$ cat src/tw8_pkg.sv
package tw8_pkg;

    // Bus geometry and register indices; the byte address is four times the index.
    localparam int ADDR_W = 10;
    localparam logic [7:0] IDX_CTRL_A = 8'h24;
    localparam logic [7:0] IDX_CTRL_B = 8'h25;
    localparam logic [7:0] IDX_IRQ_STATUS = 8'h30;
    localparam logic [7:0] IDX_IRQ_MASK = 8'h31;

    // Reset values and writable bit masks of the two control registers.
    localparam logic [7:0] CTRL_A_RESET = 8'h00;
    localparam logic [7:0] CTRL_B_RESET = 8'h00;
    localparam logic [7:0] CTRL_A_RW_MASK = 8'hf3;
    localparam logic [7:0] CTRL_B_RW_MASK = 8'h0f;
    localparam int CTRL_B_FORCE_A_BIT = 7;
    localparam int CTRL_B_FORCE_B_BIT = 6;

    // Interrupt status and mask share one layout.
    localparam int IRQ_W = 3;
    localparam int IRQ_OVF_BIT = 0;
    localparam int IRQ_MATCH_A_BIT = 1;
    localparam int IRQ_MATCH_B_BIT = 2;
    localparam logic [IRQ_W-1:0] IRQ_RESET = 3'h0;

    // Counter landmarks.
    localparam logic [7:0] CNT_MAX = 8'hff;
    localparam logic [7:0] CNT_BOTTOM = 8'h00;

    // Waveform mode codes.
    localparam logic [2:0] MODE_NORMAL = 3'h0;
    localparam logic [2:0] MODE_PHASE_FF = 3'h1;
    localparam logic [2:0] MODE_CLEAR_ON_MATCH = 3'h2;
    localparam logic [2:0] MODE_FAST_FF = 3'h3;
    localparam logic [2:0] MODE_RSVD_4 = 3'h4;
    localparam logic [2:0] MODE_PHASE_CMP = 3'h5;
    localparam logic [2:0] MODE_RSVD_6 = 3'h6;
    localparam logic [2:0] MODE_FAST_CMP = 3'h7;

    // Output-mode field codes.
    localparam logic [1:0] OM_OFF = 2'h0;
    localparam logic [1:0] OM_TOGGLE = 2'h1;
    localparam logic [1:0] OM_CLEAR = 2'h2;
    localparam logic [1:0] OM_SET = 2'h3;

    // Clock select codes and prescaler tap masks.
    localparam logic [2:0] CS_STOP = 3'h0;
    localparam logic [2:0] CS_DIV1 = 3'h1;
    localparam logic [2:0] CS_DIV8 = 3'h2;
    localparam logic [2:0] CS_DIV64 = 3'h3;
    localparam logic [2:0] CS_DIV256 = 3'h4;
    localparam logic [2:0] CS_DIV1024 = 3'h5;
    localparam logic [2:0] CS_EXT_FALL = 3'h6;
    localparam logic [2:0] CS_EXT_RISE = 3'h7;
    localparam int PRE_W = 10;
    localparam logic [PRE_W-1:0] PRE_MASK_8 = 10'h007;
    localparam logic [PRE_W-1:0] PRE_MASK_64 = 10'h03f;
    localparam logic [PRE_W-1:0] PRE_MASK_256 = 10'h0ff;
    localparam logic [PRE_W-1:0] PRE_MASK_1024 = 10'h3ff;

    typedef struct packed {
        logic [1:0] out_mode_a;
        logic [1:0] out_mode_b;
        logic [1:0] rsvd;
        logic [1:0] wave_mode_low;
    } tw8_ctrl_a_t;

    typedef struct packed {
        logic force_cmp_a;
        logic force_cmp_b;
        logic [1:0] rsvd;
        logic wave_mode_bit2;
        logic [2:0] clk_sel;
    } tw8_ctrl_b_t;

    // One pin: level to drive and output enable.
    typedef struct packed {
        logic drive;
        logic oe;
    } tw8_pin_t;

    typedef enum logic [1:0] {
        KIND_NON_PWM,
        KIND_FAST,
        KIND_PHASE,
        KIND_RSVD
    } tw8_kind_t;

endpackage : tw8_pkg

$ cat src/tw8_waveform_ctrl.sv
// The APB register port is this design's own decision.
`timescale 1ns/1ps
// Notes on behaviour
// - Nonzero output-mode field A hands pin A to compare output A, except 01 in PWM without mode bit 2.
// - Nonzero output-mode field B hands pin B to compare output B.
// - A pin is driven only while its port direction bit says output.
// - Non-PWM, field A: 00 off, 01 toggle, 10 clear, 11 set on match.
// - Fast PWM A: 10 clear on match set at TOP; 11 reverse; 01 toggles if bit2.
// - Phase PWM A: 10 clear up-match, set down-match; 11 reverse; 01 as fast.
// - PWM A: match ignored when compare equals TOP and field bit1 set; TOP action stays.
// - Non-PWM, field B: 00 off, 01 toggle, 10 clear, 11 set on match.
// - Fast PWM B: 10 clear on match set at TOP; 11 reverse; 01 reserved.
// - Phase PWM B: 10 clear up-match, set down-match; 11 reverse; 01 reserved.
// - PWM B: match ignored when compare equals TOP and field bit1 set; TOP action stays.
// - Control A bits 3 and 2 always read zero.
// - Mode is bit2 plus control A bits 1:0; 4 and 6 reserved.
// - TOP is compare A in 2,5,7, else 0xff; compare load immediate or at TOP.
// - Overflow at MAX in 0,2,3; at BOTTOM in 1,5; at TOP in 7.
// - Control B: force bits write-only, 5:4 read zero, bit3 mode, 2:0 clock.
// - Force bit in non-PWM strobes a match: no flag, no clear, reads zero.
// - Clock select: stop, /1, /8, /64, /256, /1024, pin falling, pin rising.
module tw8_waveform_ctrl (
    // Clock and reset.
    input wire logic ref_clk_in,
    input wire logic rst_in,
    // APB slave.
    input wire logic psel_in,
    input wire logic penable_in,
    input wire logic pwrite_in,
    input wire logic [tw8_pkg::ADDR_W-1:0] paddr_in,
    input wire logic [31:0] pwdata_in,
    output logic [31:0] prdata_out,
    output logic pready_out,
    output logic pslverr_out,
    // Counter and compare values from the timer core.
    input wire logic [7:0] counter_in,
    input wire logic count_down_in,
    input wire logic [7:0] cmp_value_a_in,
    input wire logic [7:0] cmp_value_b_in,
    // Port logic and external clock pin.
    input wire logic port_dir_a_in,
    input wire logic port_dir_b_in,
    input wire logic port_data_a_in,
    input wire logic port_data_b_in,
    input wire logic ext_clk_pin_in,
    // Pins and timer control.
    output tw8_pkg::tw8_pin_t pin_a_out,
    output tw8_pkg::tw8_pin_t pin_b_out,
    output logic [7:0] top_out,
    output logic tick_out,
    output logic cmp_load_out,
    output logic irq_out
);
    import tw8_pkg::*;

    tw8_ctrl_a_t timer_control_a;
    tw8_ctrl_b_t timer_control_b;
    logic [IRQ_W-1:0] irq_status;
    logic [IRQ_W-1:0] irq_mask;
    logic [PRE_W-1:0] prescale;
    logic ext_pin_q;
    logic cmp_out_a;
    logic cmp_out_b;

    // Bus decode: the access phase is the one cycle after setup, pready rising with it.
    wire logic [7:0] reg_idx = paddr_in[tw8_pkg::ADDR_W-1:2];
    wire logic hit_a = (reg_idx == IDX_CTRL_A);
    wire logic hit_b = (reg_idx == IDX_CTRL_B);
    wire logic hit_st = (reg_idx == IDX_IRQ_STATUS);
    wire logic hit_mk = (reg_idx == IDX_IRQ_MASK);
    wire logic mapped = (hit_a | hit_b | hit_st | hit_mk) && (paddr_in[1:0] == 2'h0);
    wire logic setup = psel_in && !penable_in;
    wire logic commit = psel_in && penable_in && pready_out;
    wire logic wr_ok = commit && pwrite_in && !pslverr_out;
    wire logic wr_a = wr_ok && hit_a;
    wire logic wr_b = wr_ok && hit_b;
    wire logic wr_st = wr_ok && hit_st;
    wire logic wr_mk = wr_ok && hit_mk;

    // Reserved control A bits and write-only force bits never reach the read path.
    wire logic [7:0] rd_a = 8'(timer_control_a) & CTRL_A_RW_MASK;
    wire logic [7:0] rd_b = 8'(timer_control_b) & CTRL_B_RW_MASK;
    wire logic [31:0] next_prdata = hit_a ? {24'h000000, rd_a} :
                                    hit_b ? {24'h000000, rd_b} :
                                    hit_st ? {29'h00000000, irq_status} :
                                    hit_mk ? {29'h00000000, irq_mask} : 32'h00000000;

    // Mode assembly and classification.
    wire logic [2:0] wave_mode_sel = {timer_control_b.wave_mode_bit2,
                                      timer_control_a.wave_mode_low};
    tw8_kind_t kind;
    always_comb begin
        unique case (wave_mode_sel)
            MODE_NORMAL, MODE_CLEAR_ON_MATCH: kind = KIND_NON_PWM;
            MODE_PHASE_FF, MODE_PHASE_CMP: kind = KIND_PHASE;
            MODE_FAST_FF, MODE_FAST_CMP: kind = KIND_FAST;
            default: kind = KIND_RSVD;
        endcase
    end
    wire logic is_pwm = (kind == KIND_FAST) || (kind == KIND_PHASE);
    wire logic top_is_cmp = (wave_mode_sel == MODE_CLEAR_ON_MATCH) ||
                            (wave_mode_sel == MODE_PHASE_CMP) ||
                            (wave_mode_sel == MODE_FAST_CMP);
    wire logic [7:0] next_top = top_is_cmp ? cmp_value_a_in : CNT_MAX;

    // Prescaler taps; the free-running divider keeps running while stopped.
    wire logic ext_fall = ext_pin_q && !ext_clk_pin_in;
    wire logic ext_rise = !ext_pin_q && ext_clk_pin_in;
    logic next_tick;
    always_comb begin
        unique case (timer_control_b.clk_sel)
            CS_STOP: next_tick = 1'b0;
            CS_DIV1: next_tick = 1'b1;
            CS_DIV8: next_tick = (prescale & PRE_MASK_8) == PRE_MASK_8;
            CS_DIV64: next_tick = (prescale & PRE_MASK_64) == PRE_MASK_64;
            CS_DIV256: next_tick = (prescale & PRE_MASK_256) == PRE_MASK_256;
            CS_DIV1024: next_tick = (prescale & PRE_MASK_1024) == PRE_MASK_1024;
            CS_EXT_FALL: next_tick = ext_fall;
            CS_EXT_RISE: next_tick = ext_rise;
        endcase
    end

    // Counter events, qualified by the timer clock enable that the core also sees.
    wire logic at_top = tick_out && (counter_in == top_out);
    wire logic at_max = tick_out && (counter_in == CNT_MAX);
    wire logic at_bottom = tick_out && count_down_in && (counter_in == CNT_BOTTOM);
    wire logic match_a = tick_out && (counter_in == cmp_value_a_in);
    wire logic match_b = tick_out && (counter_in == cmp_value_b_in);
    // Reserved modes overflow as normal mode does.
    wire logic ovf_evt = (kind == KIND_PHASE) ? at_bottom :
                         (wave_mode_sel == MODE_FAST_CMP) ? at_top : at_max;

    // Forced matches only act in non-PWM modes and touch no flag.
    wire logic force_a = wr_b && pwdata_in[CTRL_B_FORCE_A_BIT] &&
                         (kind == KIND_NON_PWM);
    wire logic force_b = wr_b && pwdata_in[CTRL_B_FORCE_B_BIT] &&
                         (kind == KIND_NON_PWM);

    // In PWM a compare sitting on TOP with field bit1 set loses its match.
    wire logic ign_a = is_pwm && (cmp_value_a_in == top_out) &&
                       timer_control_a.out_mode_a[1];
    wire logic ign_b = is_pwm && (cmp_value_b_in == top_out) &&
                       timer_control_a.out_mode_b[1];

    // Next compare-output level for one channel.
    function automatic logic oc_next(input logic cur, input logic [1:0] om, input tw8_kind_t k,
                                     input logic hit, input logic ign, input logic top,
                                     input logic down, input logic tgl_ok);
        logic v;
        v = cur;
        unique case (k)
            KIND_NON_PWM: begin
                if (hit) begin
                    unique case (om)
                        OM_OFF: v = cur;
                        OM_TOGGLE: v = !cur;
                        OM_CLEAR: v = 1'b0;
                        OM_SET: v = 1'b1;
                    endcase
                end
            end
            KIND_FAST, KIND_PHASE: begin
                // The TOP action comes first; in phase mode it only stands for an ignored match.
                if (top && om[1] && (k == KIND_FAST || ign)) begin
                    v = (om == OM_CLEAR);
                end
                if (hit && !ign) begin
                    if (om == OM_TOGGLE) begin
                        v = tgl_ok ? !cur : cur;
                    end else if (om[1]) begin
                        v = (k == KIND_PHASE && down) ? (om == OM_CLEAR) : (om == OM_SET);
                    end
                end
            end
            default: v = cur;
        endcase
        return v;
    endfunction

    wire logic next_oc_a = oc_next(cmp_out_a, timer_control_a.out_mode_a, kind,
                                   match_a || force_a, ign_a, at_top, count_down_in,
                                   timer_control_b.wave_mode_bit2);
    wire logic next_oc_b = oc_next(cmp_out_b, timer_control_a.out_mode_b, kind,
                                   match_b || force_b, ign_b, at_top, count_down_in,
                                   1'b0);

    // Pin multiplexing: the direction bit always decides whether anything drives.
    // In PWM, field A value 01 without mode bit 2 leaves the pin to the port.
    wire logic a_released = is_pwm && (timer_control_a.out_mode_a == OM_TOGGLE) &&
                            !timer_control_b.wave_mode_bit2;
    wire logic own_a = (timer_control_a.out_mode_a != OM_OFF) && !a_released;
    wire logic own_b = (timer_control_a.out_mode_b != OM_OFF);
    wire tw8_pin_t next_pin_a = '{drive: own_a ? next_oc_a : port_data_a_in,
                                  oe: port_dir_a_in};
    wire tw8_pin_t next_pin_b = '{drive: own_b ? next_oc_b : port_data_b_in,
                                  oe: port_dir_b_in};

    // Compare buffers load every cycle in immediate modes and only at TOP in PWM.
    wire logic next_cmp_load = is_pwm ? at_top : 1'b1;

    // Sticky flags: a new event wins over a write-one clear in the same cycle.
    wire logic [IRQ_W-1:0] events = {match_b, match_a, ovf_evt};
    wire logic [IRQ_W-1:0] clr = wr_st ? pwdata_in[IRQ_W-1:0] : '0;
    wire logic [IRQ_W-1:0] next_status = (irq_status & ~clr) | events;
    wire logic next_irq = |(next_status & (wr_mk ? pwdata_in[IRQ_W-1:0] : irq_mask));

    // Bus answer: data and ready are set up in the setup cycle so they leave flops.
    always_ff @(posedge ref_clk_in) begin
        if (rst_in) begin
            pready_out <= 1'b0;
            pslverr_out <= 1'b0;
            prdata_out <= 32'h00000000;
        end else begin
            pready_out <= setup;
            pslverr_out <= setup && !mapped;
            prdata_out <= (setup && mapped && !pwrite_in) ? next_prdata : 32'h00000000;
        end
    end

    // Control registers; force bits are strobes and are never stored.
    always_ff @(posedge ref_clk_in) begin
        if (rst_in) begin
            timer_control_a <= tw8_ctrl_a_t'(CTRL_A_RESET);
            timer_control_b <= tw8_ctrl_b_t'(CTRL_B_RESET);
        end else begin
            if (wr_a) begin
                timer_control_a <= tw8_ctrl_a_t'(pwdata_in[7:0] & CTRL_A_RW_MASK);
            end
            if (wr_b) begin
                timer_control_b <= tw8_ctrl_b_t'(pwdata_in[7:0] & CTRL_B_RW_MASK);
            end
        end
    end

    // Interrupt status and mask.
    always_ff @(posedge ref_clk_in) begin
        if (rst_in) begin
            irq_status <= IRQ_RESET;
            irq_mask <= IRQ_RESET;
            irq_out <= 1'b0;
        end else begin
            irq_status <= next_status;
            if (wr_mk) begin
                irq_mask <= pwdata_in[IRQ_W-1:0];
            end
            irq_out <= next_irq;
        end
    end

    // Prescaler and external pin history.
    always_ff @(posedge ref_clk_in) begin
        if (rst_in) begin
            prescale <= '0;
            ext_pin_q <= 1'b0;
            tick_out <= 1'b0;
        end else begin
            prescale <= prescale + 1'b1;
            ext_pin_q <= ext_clk_pin_in;
            tick_out <= next_tick;
        end
    end

    // Compare outputs, pins and timer steering.
    always_ff @(posedge ref_clk_in) begin
        if (rst_in) begin
            cmp_out_a <= 1'b0;
            cmp_out_b <= 1'b0;
            pin_a_out <= '0;
            pin_b_out <= '0;
            top_out <= CNT_MAX;
            cmp_load_out <= 1'b0;
        end else begin
            cmp_out_a <= next_oc_a;
            cmp_out_b <= next_oc_b;
            pin_a_out <= next_pin_a;
            pin_b_out <= next_pin_b;
            top_out <= next_top;
            cmp_load_out <= next_cmp_load;
        end
    end

endmodule : tw8_waveform_ctrl

$ cat config.mk
export PLATFORM = sky130hd
export DESIGN_NAME = tw8_waveform_ctrl
export DESIGN_NICKNAME = d
export VERILOG_FILES = /design/src/tw8_pkg.sv /design/src/tw8_waveform_ctrl.sv
export SDC_FILE = /design/constraint.sdc
export NUM_CORES = 1
export LEC_CHECK = 0
export BUFFER_PORTS_ARGS = -buffer_cell sky130_fd_sc_hd__buf_2
export CORE_AREA = 2 2 94 114
export DETAILED_ROUTE_END_ITERATION = 7
export DIE_AREA = 0 0 96 116
export GPL_TIMING_DRIVEN = 0
export PLACE_DENSITY = 0.54
export SYNTH_ARGS = -nofsm -noshare
export SYNTH_HDL_FRONTEND = slang
export SYNTH_SLANG_ARGS = --single-unit
$ cat constraint.sdc
create_clock -name ref_clk_in -period 6.3 [get_ports ref_clk_in]
set_input_delay 0.315 -clock ref_clk_in [delete_from_list [all_inputs] [get_ports ref_clk_in]]
set_output_delay 0.315 -clock ref_clk_in [all_outputs]
set_load 0.01 [all_outputs]
==> metrics, run 1 <==
Slew Limit Fails=0; CP startpoint=rd_a[0]; GP Congestion=0.7797; CTS tree=done; Die Y=116 um; top layer reached by signal wires=met4; final hold violations=0; CTS Buffer Depth=2; First-pass DRT Iterations=4; unrepaired setup endpoints after global routing=no; Post-Place Cells=587; type of the worst setup path=reg2reg; first-pass GRT wire length=12,480 um; Worst-Margin Slew=837.9 ps; setup TNS=0 ps; via count=2,772; Pint=533.9 uW; WL/cell=13.28 um; PD cells=178.5 nW/um^2; layout cells sized above 1=25.59%; Reg2Reg Launch Point=rd_a[0]; Post-synth EDFFs=0; data required time at the worst endpoint=6480 ps; num rows=40; Final HPWL DP=6350 um; # resized after CTS=0; root buf cell=clkbuf_16; FFs w/ async S/R, synth=0%; final worst path period share=43.05%; P_sw=171.0 uW; Fillers=1,036; met2 wire len=3626 um; Rel. slew slack=44.14%; clock transition at the registers of the reported paths=70 ps; Clk pwr share=38.7%; Antenna Violating Nets Remaining=0; Unique masters post-synth=63; die area=11,140 sq um; WL met1=3627 um; Max H-tree Level=2; Comb pwr share=12.0%; Sw Share=24.26%; DRC violations left=0; Post-Syn Instances=371; input/output buffers=67; Tmin final=2712 ps; initial antenna violation count=0; Yosys reg bits=54; pre-CTS WS=3514 ps; CTS Buf Count=5; worst path arrival time=2890 ps; Starting Density=32.39%; I/O Pins=126; # diodes=0; Final setup viols=0; status=complete, no violations; Met3 Wirelength=459 um; ys flop type=dfxtp_1; worst skew pair latency=290 ps; sequential share of the synthesized area=33.51%; clk_skew=4.721 ps; synthesized cell area=3226 sq um; Crit Path Max Fanout=8; grt total ovfl=0; Hold Slack=227.0 ps; Post-Syn Area per Cell=8.694 sq um; largest net degree at the start of global routing=17; final instance count without filler cells=595; P_leak=0.001656 uW; f_max=368.7 MHz; Worst setup SP type=register; Nets=551; Peak VDD IR=102.3 uV; startpoint of the worst hold path=paddr_in[3]; Vias/cell=4.659; initial DRC count=90; WL final=7899 um; Syn. warnings=0; fin worst setup slack=3588 ps; Area growth syn-to-layout=22.38%; Seq pwr share=49.3%; maxcap violations=0; Total Routing Usage GR=14.57%; Post-CTS Setup Bufs=0; post-cts hold buffer count=0; core region area=9960 sq um; crit end category=register; HP Class=in2reg; Die Wd=96 um; vias in the first global route=2,580; number of clock sinks=54
==> stage by stage <==
stage / utilization, % / area, sq um / power [uW]
finish: 39.64 / 3948 / 704.8
global route: 39.64 / 3948 / 737.1
CTS: 39.64 / 3948 / 714.3
detailed placement: 38.20 / 3805 / 439.7
global placement: 38.20 / 3805 / 439.1
floorplan: - / 3312 / 409.4
==> cell usage after synthesis (2+ instances only) <==
| cell type | n | area, sq um |
|---|---|---|
| a311oi_1 | 3 | 26.28 |
| a221oi_1 | 2 | 17.52 |
| nor3_1 | 9 | 45.04 |
| nor2b_1 | 6 | 37.54 |
| buf_6 | 5 | 56.30 |
| nand4_1 | 8 | 50.05 |
| a211oi_1 | 2 | 15.01 |
| xnor2_1 | 25 | 219.0 |
| nand2_1 | 21 | 78.83 |
| nor3b_1 | 2 | 15.01 |
| o22ai_1 | 2 | 12.51 |
| dfxtp_1 | 54 | 1081 |
| or3b_2 | 2 | 17.52 |
| o21ai_0 | 8 | 40.04 |
| and2_1 | 6 | 37.54 |
| a21o_1 | 2 | 15.01 |
| nor4_1 | 6 | 37.54 |
| nand3b_1 | 2 | 15.01 |
| and3_1 | 6 | 37.54 |
| nor2_1 | 33 | 123.9 |
| mux2i_1 | 14 | 140.1 |
| or3_1 | 3 | 18.77 |
| buf_4 | 24 | 180.2 |
| a21oi_1 | 11 | 55.05 |
| inv_1 | 12 | 45.04 |
| xor2_1 | 25 | 219.0 |
| clkbuf_1 | 14 | 52.55 |
| ha_1 | 6 | 75.07 |
| nand3_1 | 12 | 60.06 |
| nand2b_1 | 10 | 62.56 |
| o31ai_1 | 2 | 15.01 |
| a31oi_1 | 2 | 12.51 |
| nor3b_2 | 2 | 25.02 |
==> worst paths after layout <==
| kind | to | slack (ps) | depth (start not counted) |
|---|---|---|---|
| worst min register to register | prescale[0] | 460 | 1 |
| worst max-delay path | pin_a_out[1] | 3590 | 9 |
| worst max register to register | pin_a_out[1] | 3590 | 9 |
| worst min-delay path | prdata_out[3] | 230 | 2 |
==> routing by layer <==
metal	up-vias	track usage, %
met5	-	0
met2	89	24.26
met1	1240	18.18
met3	12	2.926
met4	0	6.095
li1	1431	-
==> cell families after synthesis <==
logic type	share of synthesized area [%]
muxes	4.344
and+or+nand+nor	22.65
xor gates and xnor gates	13.58
buffers and inverters	10.67
adders and majority gates	2.327
other	0.1163
AOI/OAI and AO/OA	12.80
DFF	33.51
==> flip-flops by register name, indices dropped and copies added (netlist names), 2 cells and up <==
name and flops:
irq_mask 3, irq_status 3, pin_a_out 2, pin_b_out 2
prdata_out 8, prescale 10, rd_a 6, rd_b 4
top_out 8
==> cell type report <==
class                           instances  area (sq um)  area share, %
Sequential cell                        54          1081          27.39
Inverter                               12         45.04          1.141
Clock buffer                            6         128.9          3.265
Multi-Input combinational cell        284          1887          47.80
Timing Repair Buffer                   67         335.3          8.494
Clock inverter                          2         13.76         0.3487
Buffer                                 44         299.0          7.575
Tap cell                              126         157.7          3.994
==> power groups by stage <==
stage | clock [uW] | combinational [uW] | sequential [uW]
after detailed placement | 0 | 84.4 | 355
after global placement | 0 | 83.8 | 355
after floorplan | 0 | 53.2 | 356
final | 273 | 84.4 | 347
after CTS | 282 | 84.7 | 347
after global routing | 296 | 93.2 | 348
==> cells in the final DEF (no fill, tap or decap), types with 3 or more instances in the layout <==
| cell | netlist | final |
|---|---|---|
| buf_4 | 24 | 24 |
| buf_6 | 5 | 5 |
| nand2b_1 | 10 | 10 |
| and3_1 | 6 | 6 |
| clkbuf_1 | 14 | 15 |
| buf_2 | 0 | 67 |
| and2_1 | 6 | 6 |
| nor3_1 | 9 | 9 |
| nor2b_1 | 6 | 6 |
| dfxtp_1 | 54 | 54 |
| nand2_1 | 21 | 21 |
| mux2i_1 | 14 | 14 |
| or3_1 | 3 | 3 |
| xnor2_1 | 25 | 25 |
| nand4_1 | 8 | 8 |
| nand3_1 | 12 | 12 |
| xor2_1 | 25 | 25 |
| conb_1 | 1 | 24 |
| nor4_1 | 6 | 6 |
| a311oi_1 | 3 | 3 |
| o21ai_0 | 8 | 8 |
| inv_1 | 12 | 12 |
| ha_1 | 6 | 6 |
| clkbuf_16 | 0 | 5 |
| a21oi_1 | 11 | 11 |
| nor2_1 | 33 | 33 |
==> critical path, stage by stage (launching register included) <==
cell and delay [ps]:
dfxtp_1 300, clkbuf_1 280, o21ai_0 220, ha_1 460
nand3_1 100, nor3_1 380, o2bb2ai_1 140, o311a_1 390
o31ai_1 220, a21oi_1 90
Note: power is estimated with default switching activity, not from simulation.
==> run 2: changes to the inputs <==
--- a/config.mk
+++ b/config.mk
@@ -5,12 +5,13 @@
 export SDC_FILE = /design/constraint.sdc
 export NUM_CORES = 1
 export LEC_CHECK = 0
+export ABC_AREA = 1
 export BUFFER_PORTS_ARGS = -buffer_cell sky130_fd_sc_hd__buf_2
-export CORE_AREA = 2 2 94 114
+export CORE_AREA = 2 2 96 117
 export DETAILED_ROUTE_END_ITERATION = 7
-export DIE_AREA = 0 0 96 116
+export DIE_AREA = 0 0 98 119
 export GPL_TIMING_DRIVEN = 0
-export PLACE_DENSITY = 0.54
+export PLACE_DENSITY = 0.53
 export SYNTH_ARGS = -nofsm -noshare
 export SYNTH_HDL_FRONTEND = slang
 export SYNTH_SLANG_ARGS = --single-unit
==> constraint.sdc (replaced) <==
create_clock -name ref_clk_in -period 2.6 [get_ports ref_clk_in]
set_input_delay 0.13 -clock ref_clk_in [delete_from_list [all_inputs] [get_ports ref_clk_in]]
set_output_delay 0.13 -clock ref_clk_in [all_outputs]
set_load 0.01 [all_outputs]
==> run 2 against run 1 <==
  * Sequential power grew 140%
  * Maximum frequency grew 17%
  * Sequential share of layout area shrank 1.7 points
  * Wire length grew 22%
  * Clock-buffer cell count shrank 1
  * Power grew 150%
  * Critical path depth grew 8
==> metrics, run 2 <==
status=complete, no violations; Peak VDD IR=223.6 uV (+120%); Multi-input gate area=1917 sq um (+1.6%); Clk pwr share=38.8% (about the same); input/output buffers=76 (+13%); Crit path top cell by count=nand2_1; GP Congestion=0.9358 (+20%); Post-Synth XOR/XNOR Area=3.075% (-11 points); Largest register FFs=10 (unchanged); Yosys reg bits=54 (unchanged); f_max=430.2 MHz (+17%); maxcap violations=0 (unchanged); crit end category=register; CP Buf/Inv Count=2 (+1); initial DRC count=114 (+27%); grt total ovfl=0 (unchanged); CTS Buf Count=5 (unchanged); worst skew pair latency=300 ps (about the same); largest family of logic cells by synthesized area=simple AND/OR/NAND/NOR gates; largest cells by area after synthesis=dfxtp_1 (32%), nand2_1 (14%), inv_1 (7.9%); Final setup viols=0 (unchanged); mux contribution to synthesized area=0.5857% (-3.8 points); Comb pwr share=13.1% (+1.1 points); P_sw=455.1 uW (+170%); Slew Limit Fails=0 (unchanged); DRC violations left=0 (unchanged); Area growth syn-to-layout=23.06%; synthesized cell area=3418 sq um (+6.0%); CTS Buffer Depth=2 (unchanged); Die Y=119 um (+2.6%); FFs w/ async S/R, synth=0% (unchanged); Worst setup SP type=register; CTS tree=done; Post-Syn Area per Cell=6.523 sq um (-25%); post-synth top area share=31.63% (-1.9 points); simple-gate share of the synthesized area=33.97% (+11 points); Starting Density=32.04% (-0.34 points); Final Cell Area=4207 sq um (+6.6%); # resized after CTS=0 (unchanged); core region area=10,670 sq um (+7.1%); post-synth top area cell=dfxtp_1; Post-CTS Setup Bufs=0 (unchanged); fin util=39.43% (-0.20 points); unrepaired setup endpoints after global routing=no; Synth Area in Compound Gates=13.43% (+0.63 points); initial antenna violation count=0 (unchanged); Pint=1295 uW (+140%); PD cells=416.0 nW/um^2 (+130%); Seq pwr share=48.1% (-1.2 points); Die Wd=98 um (+2.1%); adder-cell share of the synthesized area=2.196% (-0.13 points); # diodes=0 (unchanged); Largest Register=prescale; CP startpoint=rd_a[0]; Post-Place Cells=755 (+29%); I/O Pins=126 (unchanged); clock transition at the registers of the reported paths=70 ps (about the same); Crit Path Max Fanout=7 (-1); Vias/cell=4.620 (-0.84%); Top delay family on crit path=simple AND/OR/NAND/NOR gates; Worst-Margin Slew=1103 ps (+264.6 ps); startpoint of the worst hold path=rst_in; Crit path largest cell delay=410 ps (-50 ps); final hold violations=0 (unchanged); Syn. warnings=0 (unchanged); Final HPWL DP=8048 um (+27%); die area=11,660 sq um (+4.7%); data required time at the worst endpoint=2770 ps (-3710 ps); post-placement cell area=4050 sq um (+6.4%); Sw Share=26.00% (+1.7 points); post-cts hold buffer count=0 (unchanged); clk_skew=10.06 ps (+5.341 ps); Total Routing Usage GR=16.62% (+2.0 points); via count=3,525 (+27%); layout cells sized above 1=23.14% (-2.4 points); largest net degree at the start of global routing=19 (+2); R2R depth=17 (+8); Post-Syn Instances=524 (+41%); num rows=42 (+5.0%); most frequent cells in the layout=nand2_1 (132), buf_2 (78), inv_1 (72); Reg2Reg Launch Point=rd_a[0]; P_leak=0.002073 uW (+25%); WL final=9618 um (+22%); root buf cell=clkbuf_16; Unique masters post-synth=43 (-32%); number of clock sinks=54 (unchanged); vias in the first global route=3,356 (+30%); hold path depth=2 (unchanged); ys flop type=dfxtp_1; Total Power=1750 uW (+150%); Rel. slew slack=26.05% (-18 points); worst hold path endpoint=pready_out; most frequent cells after synthesis=nand2_1 (132), inv_1 (72), dfxtp_1 (54); final instance count without filler cells=763 (+28%); Tmin final=2325 ps (-387.6 ps); Largest regs=prescale x10, prdata_out x8, top_out x8; final worst path period share=89.41% (+46 points); Critical R2R Capture=cmp_out_a; Reg area=1081 sq um (unchanged); first-pass GRT wire length=15,660 um (+25%); Post-synth EDFFs=0 (unchanged); First-pass DRT Iterations=4 (unchanged); setup TNS=0 ps (unchanged); critical path's slowest cell=ha_2; Max H-tree Level=2 (unchanged); worst path arrival time=2490 ps (-400 ps); count leader, synth=nand2_1; sequential share of the synthesized area=31.63% (-1.9 points); cells along the critical path=inv_1, a21oi_2, inv_1, ha_2, nand2_1, a21oi_1, nand2_1, nor2_1, nand3_1, nand2_1, nand2_1, nand2_1, nand3_1, nand2_1, nand2_2, nand2_2, nor2_1; R2R setup slack=280 ps (-3310 ps); type of the worst setup path=reg2reg; Fillers=1,186 (+14%); Nets=713 (+29%); Antenna Violating Nets Remaining=0 (unchanged); most common cell after layout, fill and taps aside=nand2_1; HP Class=in2reg; WL/cell=12.61 um (-5.0%)
[run 2: logic make-up after synthesis]
kind of cell | after synthesis
muxes | 2
AOI/OAI and AO/OA | 81
other | 1
adders and majority gates | 6
DFF | 54
buffers and inverters | 111
xor gates and xnor gates | 12
and+or+nand+nor | 257
[run 2: worst max path at each step]
| stage | to | slack, ps | depth (start not counted) |
|---|---|---|---|
| final | cmp_out_a | 280 | 17 |
| after floorplan | pin_a_out[1] | 580 | 17 |
| after detailed placement | cmp_out_a | 130 | 17 |
| after global routing | cmp_out_a | 30 | 16 |
| after CTS | cmp_out_a | 120 | 17 |
| after global placement | pin_a_out[1] | 200 | 17 |
[run 2: stage by stage]
step / setup WS [ps] / hold WS [ps]
final: 275.3 / 23.33
after floorplan: 576.1 / 218.3
after detailed placement: 128.6 / 337.3
after global placement: 196.1 / 329.4
after global routing: 26.47 / 20.39
after CTS: 121.1 / 23.32
[run 2: power groups by stage]
stage / Combinational [uW] / Clock (uW) / Sequential, uW
CTS: 229 / 705 / 841
detailed placement: 228 / 0 / 861
global placement: 228 / 0 / 860
finish: 230 / 679 / 841
floorplan: 136 / 0 / 863
global route: 258 / 738 / 842
[run 2: layer usage]
metal	track usage (%)	vias to the layer above	routed length (um)
met5	0	-	0
met4	5.556	0	246
met3	2.817	17	453
met2	30.35	98	4822
met1	19.48	1570	4095
li1	-	1840	-
[run 2: layout make-up]
cell class / count / share of cell area (%)
buffer: 30 / 4.967
clock buffer: 5 / 2.974
clock inverter: 3 / 0.5949
inverter: 81 / 7.228
multi-input combinational: 382 / 45.57
sequential: 54 / 25.70
tap: 132 / 3.926
timing repair buffer: 76 / 9.042
==> run 3: changes to the inputs <==
==> config.mk (replaced) <==
export PLATFORM = sky130hd
export DESIGN_NAME = tw8_waveform_ctrl
export DESIGN_NICKNAME = d
export VERILOG_FILES = /design/src/tw8_pkg.sv /design/src/tw8_waveform_ctrl.sv
export SDC_FILE = /design/constraint.sdc
export NUM_CORES = 1
export LEC_CHECK = 0
export ABC_AREA = 1
export CORE_AREA = 5 5 99 120
export DETAILED_ROUTE_END_ITERATION = 7
export DIE_AREA = 0 0 104 125
export DONT_BUFFER_PORTS = 1
export GPL_TIMING_DRIVEN = 0
export PLACE_DENSITY = 0.43
export SLEW_MARGIN = 5
export SYNTH_ARGS = -nofsm -noshare
export SYNTH_HDL_FRONTEND = slang
export SYNTH_SLANG_ARGS = --single-unit
==> run 3 against run 2 <==
  * Die area grew 11%
  * Clock power decreased by 1%
  * Critical path depth did not move
  * Clock-buffer cell count is the same
  * Combinational power down 24%
  * Sequential cell count stayed put
  * Clock skew is 0.53 ps higher
  * Critical path type unchanged
==> metrics, run 3 (synthesis results as in run 2) <==
initial antenna violation count=0 (unchanged); final worst path period share=88.00% (-1.4 points); Max H-tree Level=2 (unchanged); vias in the first global route=3,296 (-1.8%); CTS Buf Count=5 (unchanged); type of the worst setup path=reg2reg; Rel. slew slack=32.19% (+6.1 points); Total Routing Usage GR=16.08% (-0.54 points); CTS Buffer Depth=2 (unchanged); critical path's slowest cell=ha_2; startpoint of the worst hold path=pwdata_in[2]; cells along the critical path=inv_1, a21oi_2, inv_1, ha_2, nand2_1, a21oi_1, nand2_1, nor2_1, nand3_2, nand2_1, nand2_1, nand2_1, nand3_1, nand2_1, nand2_2, nand2_2, nor2_1; maxcap violations=0 (unchanged); CP startpoint=rd_a[0]; Largest register FFs=10 (unchanged); Die Wd=104 um (+6.1%); largest net degree at the start of global routing=17 (-2); fin util=37.03% (-2.4 points); WL final=10,260 um (+6.7%); Worst setup SP type=register; data required time at the worst endpoint=2770 ps (about the same); Vias/cell=4.616 (about the same); most frequent cells in the layout=nand2_1 (132), inv_1 (72), dfxtp_1 (53); Reg2Reg Launch Point=rd_a[0]; final hold violations=0 (unchanged); Crit path largest cell delay=390 ps (-20 ps); f_max=437.1 MHz (+1.6%); WL/cell=14.64 um (+16%); Largest Register=prescale; Die Y=125 um (+5.0%); Reg area=1082 sq um (+0.12%); unrepaired setup endpoints after global routing=no; status=complete, no violations; Multi-input gate area=1926 sq um (+0.46%); Peak VDD IR=246.0 uV (+10%); Largest regs=prescale x10, prdata_out x8, top_out x8; First-pass DRT Iterations=4 (unchanged); root buf cell=clkbuf_16; PD cells=425.3 nW/um^2 (+2.2%); core region area=10,720 sq um (+0.49%); Starting Density=31.89% (-0.16 points); fin worst setup slack=311.9 ps (+36.59 ps); input/output buffers=0 (-100%); Top delay family on crit path=simple AND/OR/NAND/NOR gates; Crit Path Max Fanout=7 (unchanged); Worst-Margin Slew=1011 ps (-91.52 ps); pre-CTS WS=63.94 ps (-64.62 ps); post-placement cell area=3670 sq um (-9.4%); num rows=42 (unchanged); Antenna Violating Nets Remaining=0 (unchanged); layout cells sized above 1=13.01% (-10 points); Final Cell Area=3970 sq um (-5.6%); DRC violations left=0 (unchanged); initial DRC count=116 (+1.8%); Slew Limit Fails=0 (unchanged); Tmin final=2288 ps (-36.59 ps); Area growth syn-to-layout=16.14%; Nets=652 (-8.6%); number of clock sinks=54 (unchanged); die area=13,000 sq um (+11%); CP Buf/Inv Count=2 (unchanged); crit end category=register; # diodes=0 (unchanged); HP Class=in2reg; Crit path top cell by count=nand2_1; CTS tree=done; setup TNS=0 ps (unchanged); clock transition at the registers of the reported paths=80 ps (about the same); via count=3,236 (-8.2%); worst path arrival time=2460 ps (-30 ps); grt total ovfl=0 (unchanged); clk_skew=10.59 ps (+0.5289 ps); I/O Pins=126 (unchanged); most common cell after layout, fill and taps aside=nand2_1; Fillers=1,186 (unchanged); worst skew pair latency=300 ps (about the same); Final setup viols=0 (unchanged); P_leak=0.001829 uW (-12%); GP Congestion=0.8889 (-5.0%); R2R setup slack=310 ps (+40 ps); Total Power=1689 uW (-3.5%); Final HPWL DP=8429 um (+4.7%); first-pass GRT wire length=17,110 um (+9.3%)
==> run 3: routing by layer <==
layer	routed length, um	track usage, %	share of wire, %
met2	5375	30.11	52
met4	120	4.040	1.2
met5	0	0	0
met3	594	3.711	5.8
met1	4174	18.23	41
==> run 3: report_power, final <==
| part | switching (uW) | internal (uW) | leakage, uW |
|---|---|---|---|
| logic | 95.6 | 79.2 | 0.00132 |
| registers | 8.43 | 837 | 0.000438 |
| clock network | 314 | 355 | 0.0000701 |
==> run 3: area by class of cell <==
type | count | area share, %
clock buffer | 5 | 3.152
buffer | 30 | 5.263
inverter | 81 | 7.658
timing repair buffer | 15 | 3.656
tap | 132 | 4.160
clock inverter | 2 | 0.3467
sequential | 54 | 27.26
multi-input combinational | 382 | 48.50
==> run 3: worst paths after layout <==
| path | endpoint | cells after the start |
|---|---|---|
| max | cmp_out_a | 17 |
| min | irq_mask[2] | 2 |
| max reg2reg | cmp_out_a | 17 |
| min reg2reg | prescale[0] | 1 |
==> run 3: what timing repair did <==
| action | in CTS | in global routing |
|---|---|---|
| hold buffers | 13 | 0 |
| resized for setup | 0 | 5 |
| endpoints found under the setup margin | 0 | 2 |
| setup buffers | 0 | 2 |
| hold endpoints to repair | 12 | 0 |
==> run 3: per-stage QoR <==
stage          hold WS (ps)  cells
6_report              10.63    701
5_1_grt               34.46    701
4_1_cts              0.9536    699
3_5_place_dp          228.3    679
3_3_place_gp          223.8    679
2_1_floorplan         218.3    547
